[src/inc/gcbf_pkg.sv]
// constants, types and helpers for the generator broadcast framer
package gcbf_pkg;

  ////////////////////////////////////////////////////////////////////////////
  // timing
  localparam int unsigned CLK_HZ = 25_000_000;
  localparam int unsigned BCAST_PERIOD_MS = 100;
  localparam longint unsigned BCAST_PERIOD_CYC_L = (64'(BCAST_PERIOD_MS) * 64'(CLK_HZ)) / 64'd1000;
  localparam int unsigned BCAST_PERIOD_CYC = int'(BCAST_PERIOD_CYC_L);

  ////////////////////////////////////////////////////////////////////////////
  // identifier layout
  localparam int ID_W = 29;
  localparam int SA_W = 8;
  localparam logic [2:0] BCAST_PRIORITY = 3'h3;
  localparam logic BCAST_EDP = 1'h0;
  localparam logic BCAST_DP = 1'h0;
  localparam logic [3:0] BCAST_DLC = 4'h8;

  ////////////////////////////////////////////////////////////////////////////
  // frame catalogue, transmitted in index order
  localparam int FRAME_NUM = 7;
  localparam int FRAME_IDX_W = 3;
  localparam logic [2:0] FRM_GEN_CONTROL = 3'h0;
  localparam logic [2:0] FRM_GEN_AVERAGE = 3'h1;
  localparam logic [2:0] FRM_PHASE_A_BASIC = 3'h2;
  localparam logic [2:0] FRM_PHASE_A_POWER = 3'h3;
  localparam logic [2:0] FRM_PHASE_A_REACTIVE = 3'h4;
  localparam logic [2:0] FRM_PHASE_B_BASIC = 3'h5;
  localparam logic [2:0] FRM_PHASE_B_POWER = 3'h6;

  localparam logic [7:0] PF_GEN_CONTROL = 8'hFD;
  localparam logic [7:0] PS_GEN_CONTROL = 8'h93;
  localparam logic [7:0] PF_GEN_AVERAGE = 8'hFE;
  localparam logic [7:0] PS_GEN_AVERAGE = 8'h06;
  localparam logic [7:0] PF_PHASE_A_BASIC = 8'hFE;
  localparam logic [7:0] PS_PHASE_A_BASIC = 8'h03;
  localparam logic [7:0] PF_PHASE_A_POWER = 8'hFE;
  localparam logic [7:0] PS_PHASE_A_POWER = 8'h02;
  localparam logic [7:0] PF_PHASE_A_REACTIVE = 8'hFE;
  localparam logic [7:0] PS_PHASE_A_REACTIVE = 8'h01;
  localparam logic [7:0] PF_PHASE_B_BASIC = 8'hFE;
  localparam logic [7:0] PS_PHASE_B_BASIC = 8'h00;
  localparam logic [7:0] PF_PHASE_B_POWER = 8'hFD;
  localparam logic [7:0] PS_PHASE_B_POWER = 8'hFF;

  ////////////////////////////////////////////////////////////////////////////
  // field encodings
  localparam logic [1:0] READY_INACTIVE = 2'h0;
  localparam logic [1:0] READY_ACTIVE = 2'h1;
  localparam logic [1:0] READY_ERROR = 2'h2;
  localparam logic [1:0] READY_NA = 2'h3;
  localparam int READY_LSB = 3;
  localparam logic [7:0] NA_BYTE = 8'hFF;
  localparam logic [15:0] NA_WORD = 16'hFFFF;
  localparam logic [31:0] NA_DWORD = 32'hFFFFFFFF;
  localparam logic [63:0] NA_PAYLOAD = 64'hFFFFFFFFFFFFFFFF;
  // power fields carry value + 2e9; largest legal raw value below the indicator range
  localparam logic signed [33:0] PWR_OFFSET = 34'sh077359400;
  localparam logic signed [33:0] PWR_RAW_MAX = 34'sh0FAFFFFFF;

  typedef enum logic [1:0] {ST_IDLE, ST_LOAD, ST_OFFER} gcbf_state_e;

  // 16-bit field or not-available pattern
  function automatic logic [15:0] gcbf_field16(input logic [15:0] val, input logic avail);
    return avail ? val : NA_WORD;
  endfunction

  // 29-bit extended identifier: priority, edp, dp, pf, ps, source address
  function automatic logic [28:0] gcbf_make_id(input logic [7:0] pf, input logic [7:0] ps,
                                               input logic [7:0] sa);
    return {BCAST_PRIORITY, BCAST_EDP, BCAST_DP, pf, ps, sa};
  endfunction

endpackage

[src/logic/gcbf_tick.sv]
// broadcast period timebase, one pulse per period
`timescale 1ns/10ps
module gcbf_tick #(
  parameter int unsigned PERIOD_CYC = gcbf_pkg::BCAST_PERIOD_CYC
) (
  input wire logic clk_sys, // system clock
  input wire logic reset_n, // synchronous reset, low active
  input wire logic run, // count only while broadcasting is enabled
  output logic tick // one-cycle pulse at each period end
);
  import gcbf_pkg::*;

  initial
  begin
    if (PERIOD_CYC < 2)
      $error("gcbf_tick: PERIOD_CYC must be at least 2");
  end

  logic [31:0] cnt_ff;
  logic tick_ff;

  always_ff @(posedge clk_sys)
  begin
    if (!reset_n || !run)
      cnt_ff <= 32'h0;
    else if (cnt_ff == 32'(PERIOD_CYC - 1))
      cnt_ff <= 32'h0;
    else
      cnt_ff <= cnt_ff + 32'h1;
  end

  always_ff @(posedge clk_sys)
  begin
    if (!reset_n)
      tick_ff <= 1'b0;
    else
      tick_ff <= run && (cnt_ff == 32'(PERIOD_CYC - 1));
  end

  assign tick = tick_ff;

endmodule // gcbf_tick

[src/logic/gcbf_pwr_enc.sv]
// signed power value to offset raw field, registered
`timescale 1ns/10ps
module gcbf_pwr_enc (
  input wire logic clk_sys, // system clock
  input wire logic reset_n, // synchronous reset, low active
  input wire logic signed [31:0] value, // power, one unit per bit, signed
  input wire logic avail, // value is measured
  output logic [31:0] raw // field ready for the payload
);
  import gcbf_pkg::*;

  logic signed [33:0] sum;
  logic [31:0] raw_ff;

  assign sum = 34'(value) + PWR_OFFSET;

  // saturate rather than wrap so a huge reading never lands in the indicator range
  always_ff @(posedge clk_sys)
  begin
    if (!reset_n)
      raw_ff <= NA_DWORD;
    else if (!avail)
      raw_ff <= NA_DWORD;
    else if (sum < 34'sh0)
      raw_ff <= 32'h0;
    else if (sum > PWR_RAW_MAX)
      raw_ff <= PWR_RAW_MAX[31:0];
    else
      raw_ff <= sum[31:0];
  end

  assign raw = raw_ff;

endmodule // gcbf_pwr_enc

[src/logic/gcbf_framer.sv]
// generator electrical broadcast framer: schedules and builds the seven periodic frames
`timescale 1ns/10ps
module gcbf_framer #(
  parameter int unsigned PERIOD_CYC = gcbf_pkg::BCAST_PERIOD_CYC // cycles per broadcast period
) (
  input wire logic clk_sys, // system clock, 25 MHz
  input wire logic reset_n, // synchronous reset, low active
  input wire logic bcast_enable, // broadcasting enabled
  input wire logic [gcbf_pkg::SA_W-1:0] src_addr, // own source address
  // readiness
  input wire logic gen_not_ready, // set cannot auto-start and supply power
  input wire logic gen_ready_err, // readiness evaluation failed
  input wire logic gen_ready_avail, // readiness is known
  // averages, pre-scaled
  input wire logic [15:0] avg_vll, // line-line volts, 1 V/bit
  input wire logic [15:0] avg_vln, // line-neutral volts, 1 V/bit
  input wire logic [15:0] avg_freq, // frequency, 1/128 Hz/bit
  input wire logic [15:0] avg_curr, // current, 1 A/bit
  input wire logic [3:0] avg_avail, // per field: vll, vln, freq, curr
  // phase A
  input wire logic [15:0] pa_vll, // line-line volts, 1 V/bit
  input wire logic [15:0] pa_vln, // line-neutral volts, 1 V/bit
  input wire logic [15:0] pa_freq, // frequency, 1/128 Hz/bit
  input wire logic [15:0] pa_curr, // current, 1 A/bit
  input wire logic [3:0] pa_avail, // per field: vll, vln, freq, curr
  input wire logic signed [31:0] pa_real, // real power, W
  input wire logic signed [31:0] pa_appa, // apparent power
  input wire logic signed [31:0] pa_reac, // reactive power, var
  input wire logic [2:0] pa_pwr_avail, // per field: real, apparent, reactive
  // phase B
  input wire logic [15:0] pb_vll, // line-line volts, 1 V/bit
  input wire logic [15:0] pb_vln, // line-neutral volts, 1 V/bit
  input wire logic [15:0] pb_freq, // frequency, 1/128 Hz/bit
  input wire logic [15:0] pb_curr, // current, 1 A/bit
  input wire logic [3:0] pb_avail, // per field: vll, vln, freq, curr
  input wire logic signed [31:0] pb_real, // real power, W
  input wire logic signed [31:0] pb_appa, // apparent power
  input wire logic [1:0] pb_pwr_avail, // per field: real, apparent
  // toward the CAN controller
  output logic frame_valid, // frame offered
  input wire logic frame_ready, // controller accepts the frame
  output logic [gcbf_pkg::ID_W-1:0] frame_id, // 29-bit extended identifier
  output logic [3:0] frame_dlc, // data length
  output logic [63:0] frame_data, // payload, byte 1 in bits 7:0
  // status
  output logic busy, // a period's frames are still being sent
  output logic overrun // pulse: period ended with frames still unsent
);
  import gcbf_pkg::*;

  initial
  begin
    if (PERIOD_CYC < 64)
      $error("gcbf_framer: PERIOD_CYC too small to send all frames");
  end

  ////////////////////////////////////////////////////////////////////////////
  // timebase and power encoders

  logic tick;
  logic [31:0] pa_real_raw;
  logic [31:0] pa_appa_raw;
  logic [31:0] pa_reac_raw;
  logic [31:0] pb_real_raw;
  logic [31:0] pb_appa_raw;

  gcbf_tick #(
    .PERIOD_CYC(PERIOD_CYC)
  ) u_tick (
    .clk_sys(clk_sys),
    .reset_n(reset_n),
    .run(bcast_enable),
    .tick(tick)
  );

  gcbf_pwr_enc u_pa_real (
    .clk_sys(clk_sys),
    .reset_n(reset_n),
    .value(pa_real),
    .avail(pa_pwr_avail[0]),
    .raw(pa_real_raw)
  );

  gcbf_pwr_enc u_pa_appa (
    .clk_sys(clk_sys),
    .reset_n(reset_n),
    .value(pa_appa),
    .avail(pa_pwr_avail[1]),
    .raw(pa_appa_raw)
  );

  gcbf_pwr_enc u_pa_reac (
    .clk_sys(clk_sys),
    .reset_n(reset_n),
    .value(pa_reac),
    .avail(pa_pwr_avail[2]),
    .raw(pa_reac_raw)
  );

  gcbf_pwr_enc u_pb_real (
    .clk_sys(clk_sys),
    .reset_n(reset_n),
    .value(pb_real),
    .avail(pb_pwr_avail[0]),
    .raw(pb_real_raw)
  );

  gcbf_pwr_enc u_pb_appa (
    .clk_sys(clk_sys),
    .reset_n(reset_n),
    .value(pb_appa),
    .avail(pb_pwr_avail[1]),
    .raw(pb_appa_raw)
  );

  ////////////////////////////////////////////////////////////////////////////
  // readiness code

  logic [1:0] ready_code;

  always_comb
  begin
    if (!gen_ready_avail)
      ready_code = READY_NA;
    else if (gen_ready_err)
      ready_code = READY_ERROR;
    else if (gen_not_ready)
      ready_code = READY_ACTIVE;
    else
      ready_code = READY_INACTIVE;
  end

  ////////////////////////////////////////////////////////////////////////////
  // pending set: one bit per frame

  logic [FRAME_NUM-1:0] pending_ff;
  logic [FRAME_NUM-1:0] pend_set;
  logic [FRAME_NUM-1:0] pend_clr;
  gcbf_state_e state_ff;
  logic [FRAME_IDX_W-1:0] cur_idx_ff;
  logic [FRAME_IDX_W-1:0] first_idx;
  logic accept;

  assign accept = (state_ff == ST_OFFER) && frame_ready;
  assign pend_set = tick ? {FRAME_NUM{1'b1}} : '0;

  always_comb
  begin
    pend_clr = '0;
    if (accept)
      pend_clr[cur_idx_ff] = 1'b1;
  end

  // a new period arriving as a frame leaves re-arms that frame
  always_ff @(posedge clk_sys)
  begin
    if (!reset_n)
      pending_ff <= '0;
    else
      pending_ff <= (pending_ff & ~pend_clr) | pend_set;
  end

  // lowest index first fixes the in-period order
  always_comb
  begin
    first_idx = '0;
    for (int i = FRAME_NUM - 1; i >= 0; i--)
    begin
      if (pending_ff[i])
        first_idx = FRAME_IDX_W'(i);
    end
  end

  always_ff @(posedge clk_sys)
  begin
    if (!reset_n)
      overrun <= 1'b0;
    else
      overrun <= tick && ((pending_ff & ~pend_clr) != '0);
  end

  ////////////////////////////////////////////////////////////////////////////
  // sequencer

  always_ff @(posedge clk_sys)
  begin
    if (!reset_n)
    begin
      state_ff <= ST_IDLE;
      cur_idx_ff <= '0;
    end
    else
    begin
      unique case (state_ff)
        ST_IDLE:
        begin
          if (pending_ff != '0)
          begin
            cur_idx_ff <= first_idx;
            state_ff <= ST_LOAD;
          end
        end
        ST_LOAD:
          state_ff <= ST_OFFER;
        ST_OFFER:
        begin
          if (frame_ready)
            state_ff <= ST_IDLE;
        end
      endcase
    end
  end

  ////////////////////////////////////////////////////////////////////////////
  // frame builder

  logic [7:0] nxt_pf;
  logic [7:0] nxt_ps;
  logic [63:0] nxt_data;

  always_comb
  begin
    nxt_pf = PF_GEN_CONTROL;
    nxt_ps = PS_GEN_CONTROL;
    nxt_data = NA_PAYLOAD;
    unique case (cur_idx_ff)
      FRM_GEN_CONTROL:
      begin
        nxt_pf = PF_GEN_CONTROL;
        nxt_ps = PS_GEN_CONTROL;
        nxt_data[READY_LSB +: 2] = ready_code;
      end
      FRM_GEN_AVERAGE:
      begin
        nxt_pf = PF_GEN_AVERAGE;
        nxt_ps = PS_GEN_AVERAGE;
        nxt_data[15:0] = gcbf_field16(avg_vll, avg_avail[0]);
        nxt_data[31:16] = gcbf_field16(avg_vln, avg_avail[1]);
        nxt_data[47:32] = gcbf_field16(avg_freq, avg_avail[2]);
        nxt_data[63:48] = gcbf_field16(avg_curr, avg_avail[3]);
      end
      FRM_PHASE_A_BASIC:
      begin
        nxt_pf = PF_PHASE_A_BASIC;
        nxt_ps = PS_PHASE_A_BASIC;
        nxt_data[15:0] = gcbf_field16(pa_vll, pa_avail[0]);
        nxt_data[31:16] = gcbf_field16(pa_vln, pa_avail[1]);
        nxt_data[47:32] = gcbf_field16(pa_freq, pa_avail[2]);
        nxt_data[63:48] = gcbf_field16(pa_curr, pa_avail[3]);
      end
      FRM_PHASE_A_POWER:
      begin
        nxt_pf = PF_PHASE_A_POWER;
        nxt_ps = PS_PHASE_A_POWER;
        nxt_data[31:0] = pa_real_raw;
        nxt_data[63:32] = pa_appa_raw;
      end
      FRM_PHASE_A_REACTIVE:
      begin
        nxt_pf = PF_PHASE_A_REACTIVE;
        nxt_ps = PS_PHASE_A_REACTIVE;
        nxt_data[31:0] = pa_reac_raw;
      end
      FRM_PHASE_B_BASIC:
      begin
        nxt_pf = PF_PHASE_B_BASIC;
        nxt_ps = PS_PHASE_B_BASIC;
        nxt_data[15:0] = gcbf_field16(pb_vll, pb_avail[0]);
        nxt_data[31:16] = gcbf_field16(pb_vln, pb_avail[1]);
        nxt_data[47:32] = gcbf_field16(pb_freq, pb_avail[2]);
        nxt_data[63:48] = gcbf_field16(pb_curr, pb_avail[3]);
      end
      FRM_PHASE_B_POWER:
      begin
        nxt_pf = PF_PHASE_B_POWER;
        nxt_ps = PS_PHASE_B_POWER;
        nxt_data[31:0] = pb_real_raw;
        nxt_data[63:32] = pb_appa_raw;
      end
      default:
      begin
        nxt_pf = PF_GEN_CONTROL;
        nxt_ps = PS_GEN_CONTROL;
        nxt_data = NA_PAYLOAD;
      end
    endcase
  end

  ////////////////////////////////////////////////////////////////////////////
  // output registers: snapshot taken in LOAD, held while offered

  logic [ID_W-1:0] id_ff;
  logic [63:0] data_ff;
  logic [3:0] dlc_ff;

  always_ff @(posedge clk_sys)
  begin
    if (!reset_n)
    begin
      id_ff <= '0;
      data_ff <= NA_PAYLOAD;
      dlc_ff <= 4'h0;
    end
    else if (state_ff == ST_LOAD)
    begin
      id_ff <= gcbf_make_id(nxt_pf, nxt_ps, src_addr);
      data_ff <= nxt_data;
      dlc_ff <= BCAST_DLC;
    end
  end

  assign frame_valid = (state_ff == ST_OFFER);
  assign frame_id = id_ff;
  assign frame_dlc = dlc_ff;
  assign frame_data = data_ff;
  assign busy = (pending_ff != '0) || (state_ff != ST_IDLE);

endmodule // gcbf_framer

[config.mk]
export PLATFORM = sky130hd
export DESIGN_NAME = gcbf_framer
export DESIGN_NICKNAME = d
export VERILOG_FILES = /design/src/inc/gcbf_pkg.sv /design/src/logic/gcbf_tick.sv /design/src/logic/gcbf_pwr_enc.sv /design/src/logic/gcbf_framer.sv
export SDC_FILE = /design/constraint.sdc
export NUM_CORES = 1
export LEC_CHECK = 0
export BUFFER_PORTS_ARGS = -buffer_cell sky130_fd_sc_hd__buf_2
export CAP_MARGIN = 15
export CORE_AREA = 8 8 184 186
export DETAILED_ROUTE_END_ITERATION = 7
export DIE_AREA = 0 0 192 194
export GPL_ROUTABILITY_DRIVEN = 0
export MAX_ROUTING_LAYER = met4
export PLACE_DENSITY = 0.78
export SLEW_MARGIN = 15
export SYNTH_ARGS = -nofsm -noshare
export SYNTH_HDL_FRONTEND = slang
export SYNTH_HIERARCHICAL = 1
export SYNTH_SLANG_ARGS = --single-unit
export TNS_END_PERCENT = 50
[constraint.sdc]
create_clock -name clk_sys -period 4.7 [get_ports clk_sys]
set_input_delay 0.47 -clock clk_sys [delete_from_list [all_inputs] [get_ports clk_sys]]
set_output_delay 0.47 -clock clk_sys [all_outputs]
set_load 0.01 [all_outputs]
==> impl_metrics.toml <==
[status]
outcome = "finished with violations"
failed_checks = "DRC"

[floorplanning]
floorplan.initialDensity_pct = 48.8
io_pins = 484
die_width_um = 192
coreArea_um2 = 31100
die_outline_area_um2 = 37200
placementRows = 65
die_span_in_y_um = 194

[timing]
post_route_fraction_of_the_period_consumed_by_the_critical_path_pct = 59.7
hold_violations = 0
achievable-frequency_ghz = 0.356
tightest_slew_ps = 1180
max_slew_margin_pct = 21.5
rsz_0062_raised_after_global_routing = "no"
fin_setup_tns_ps = 0
layout_min_cycle_time_ps = 2810
hold-worst-slack_ps = 152
timing.final.setup_violations = 0
report.final.slew_viol_count = 0
clock_skew_ps = 35.6

[clocking]
numCtsBuffers = 34
clock_latency_ps = 520
cts.hold.buffers_added = 0
cts_repair_resize_count = 0
cts_setup_buffers = 0
path_clk_slew_ps = 60
cts_sinks = 286
ctsLongestPathBuffers = 3
tritoncts = "done"
clockRootBuffer = "sky130_fd_sc_hd__clkbuf_16"
cts-htree-levels = 2

[worst_setup_path]
cp.required_ps = 5120
path_max_fanout = 48
critPathArrivalTime_ps = 3220
worst_r2r_startpoint = "cur_idx_ff[1]$_SDFFE_PN0P_"
startpoint = "cur_idx_ff[1]$_SDFFE_PN0P_"
critical_path.startpoint_type = "flip-flop"
worstSetupEndpointType = "flip-flop"
path_class = "reg -> reg"

[detailed_routing]
avgViaCountPerCell = 6.15
postRouteAntennaNets = 0
initialDrtViolationCount = 1926
routed_wire_length_per_instance_um = 23.5
drt_pre_antenna_iters = 8
route.vias.total = 15900
drc = 6
routed_wl_mm = 60.6

[power]
static-leakage-power_nw = 7.45
vdd.ir_drop.worst_v = 0.000205
power_per_cell_area_nw_per_um2 = 333
post-layout-total-power_mw = 6.17

[worst_hold_path]
hold_path.startpoint = "pa_reac[9]"
hold_path.class = "in -> reg"

[logic_synthesis]
yosysSeqAreaShare_pct = 37.8
netlist_top_cells_area = "sky130_fd_sc_hd__dfxtp_1 38%, sky130_fd_sc_hd__nand2b_1 4.5%, sky130_fd_sc_hd__xnor2_1 3.6%, sky130_fd_sc_hd__o21ai_0 3.3%, sky130_fd_sc_hd__o21ai_1 3.2%"
postSynth.topFlopCell = "sky130_fd_sc_hd__dfxtp_1"
number_of_flops_mapped_to_enable_cells_by_yosys = 0
yosys_warnings = 6
netlist.area_leader.share_pct = 37.8
post_synthesis_cell_type_with_the_largest_combined_area = "sky130_fd_sc_hd__dfxtp_1"
ys_async_sr_fraction_pct = 0
synth-seq-cells = 286
syn_inst = 1766
netlist_area_um2 = 15200
syn_avg_cell_area_um2 = 8.59
synth.lib_cells_used.distinct = 71

[layout]
finalCoreUtilization_pct = 59.6
fin_cells = 2583
fillCellCount = 2824
final_stage_net_count = 2545
area.growth.synth_to_final_pct = 22.2
drive_gt1_share_pct = 27.9

[placed_design]
dp.cells = 2511
io_buffers = 477
place.detailed.hpwl_mm = 46.5

[global_routing]
wire_length_of_the_first_global_routing_pass_mm = 89.6
pin_count_of_the_biggest_net_entering_global_routing = 52
global_route.overflow_total = 0
antenna_found_initial = 15
first_global_vias = 15300
global_route.usage.total_pct = 31.4

[flow_run]
cap_violations = 0
-- flip-flops by register name, indices dropped and copies added, names as in the netlist --
name           count
cur_idx_ff         3
frame_data        64
frame_dlc          1
frame_id          15
overrun            1
pending_ff         7
state_ff           2
u_pa_appa/raw     32
u_pa_reac/raw     32
u_pa_real/raw     32
u_pb_appa/raw     32
u_pb_real/raw     32
u_tick/cnt_ff     32
u_tick/tick        1
-- stage by stage --
stage / area [um^2] / setup WS (ps)
finish: 18500 / 1890
global route: 18500 / 1740
CTS: 18500 / 2000
detailed placement: 17400 / 2040
global placement: 17400 / 2090
floorplan: 15200 / 2660
-- metal layers --
layer | global-route usage (%) | part of all wire [%] | up-vias
li1 | - | - | 7170
met1 | 41.6 | 42 | 7515
met2 | 45.7 | 43 | 1029
met3 | 6.92 | 11 | 176
met4 | 12.5 | 4.2 | 0
met5 | - | 0 | -
-- cell type report --
type / instances / area, um^2 / area share (%)
Clock inverter: 10 / 106 / 0.574
Timing Repair Buffer: 490 / 2500 / 13.5
Sequential cell: 286 / 5730 / 30.9
Antenna cell: 16 / 40.0 / 0.216
Tap cell: 402 / 503 / 2.71
Clock buffer: 45 / 963 / 5.20
Multi-Input combinational cell: 1294 / 8540 / 46.1
Inverter: 40 / 150 / 0.810
-- synth_stat cells (17+ instances only) --
library cell and count:
sky130_fd_sc_hd__a21oi_1 67, sky130_fd_sc_hd__nor2b_1 35, sky130_fd_sc_hd__dfxtp_1 286, sky130_fd_sc_hd__inv_1 39, sky130_fd_sc_hd__o31ai_1 20, sky130_fd_sc_hd__buf_2 36, sky130_fd_sc_hd__o32a_1 29, sky130_fd_sc_hd__a221o_1 23
sky130_fd_sc_hd__o21ai_1 98, sky130_fd_sc_hd__a21o_1 51, sky130_fd_sc_hd__clkbuf_1 81, sky130_fd_sc_hd__nand2b_1 110, sky130_fd_sc_hd__nor2_1 124, sky130_fd_sc_hd__nand2_1 107, sky130_fd_sc_hd__o21bai_1 21, sky130_fd_sc_hd__a222oi_1 32
sky130_fd_sc_hd__xor2_1 49, sky130_fd_sc_hd__nand3_1 28, sky130_fd_sc_hd__o21ai_0 100, sky130_fd_sc_hd__xnor2_1 63, sky130_fd_sc_hd__buf_4 17, sky130_fd_sc_hd__a22o_1 34, sky130_fd_sc_hd__a31oi_1 50
-- cells in the final DEF, fill, tap and decap left out, types with 32 or more instances in the layout --
cell	Yosys	routed
sky130_fd_sc_hd__xor2_1	49	49
sky130_fd_sc_hd__o21ai_0	100	100
sky130_fd_sc_hd__a31oi_1	50	50
sky130_fd_sc_hd__o21ai_1	98	98
sky130_fd_sc_hd__a21o_1	51	51
sky130_fd_sc_hd__nand2_1	107	107
sky130_fd_sc_hd__dfxtp_1	286	283
sky130_fd_sc_hd__clkbuf_16	0	35
sky130_fd_sc_hd__nand2b_1	110	109
sky130_fd_sc_hd__nor2b_1	35	33
sky130_fd_sc_hd__a22o_1	34	34
sky130_fd_sc_hd__buf_2	36	477
sky130_fd_sc_hd__inv_1	39	39
sky130_fd_sc_hd__a21oi_1	67	67
sky130_fd_sc_hd__nor2_1	124	122
sky130_fd_sc_hd__xnor2_1	63	63
sky130_fd_sc_hd__a222oi_1	32	32
-- cell families (layout without fill, tap and decap cells) --
| group | after synthesis | count (layout) | synth area share, % |
|---|---|---|---|
| DFF | 286 | 286 | 37.8 |
| other | 1 | 22 | 0.0247 |
| adders and majority gates | 15 | 15 | 1.24 |
| muxes | 18 | 18 | 1.25 |
| and+or+nand+nor | 535 | 535 | 19.4 |
| AOI/OAI and AO/OA | 608 | 608 | 27.6 |
| xor gates and xnor gates | 112 | 112 | 6.47 |
| buffers and inverters | 191 | 585 | 6.25 |
-- path summary, 6_finish.rpt --
| check | cells past startpoint | slack (ps) | endpoint |
|---|---|---|---|
| setup reg to reg | 4 | 1890 | frame_data[39]$_SDFFE_PN1N_ |
| hold / removal | 2 | 150 | u_pa_reac/raw[9]$_SDFF_PN1_ |
| setup / recovery | 4 | 1890 | frame_data[39]$_SDFFE_PN1N_ |
| hold reg to reg | 2 | 470 | frame_id[16]$_SDFFE_PN0N_ |
-- critical path, cell delays in order, from the launching register on --
cell                       delay [ps]
sky130_fd_sc_hd__dfxtp_2          930
sky130_fd_sc_hd__and3b_2          780
sky130_fd_sc_hd__buf_4            510
sky130_fd_sc_hd__a222oi_1         240
sky130_fd_sc_hd__a31oi_1          220
-- power breakdown --
group | total [mW] | switching, mW | internal, mW
sequential | 2.61 | 0.0665 | 2.54
combinational | 1.00 | 0.596 | 0.408
clock | 2.56 | 1.02 | 1.54
Power figures use the tool's default switching activity.
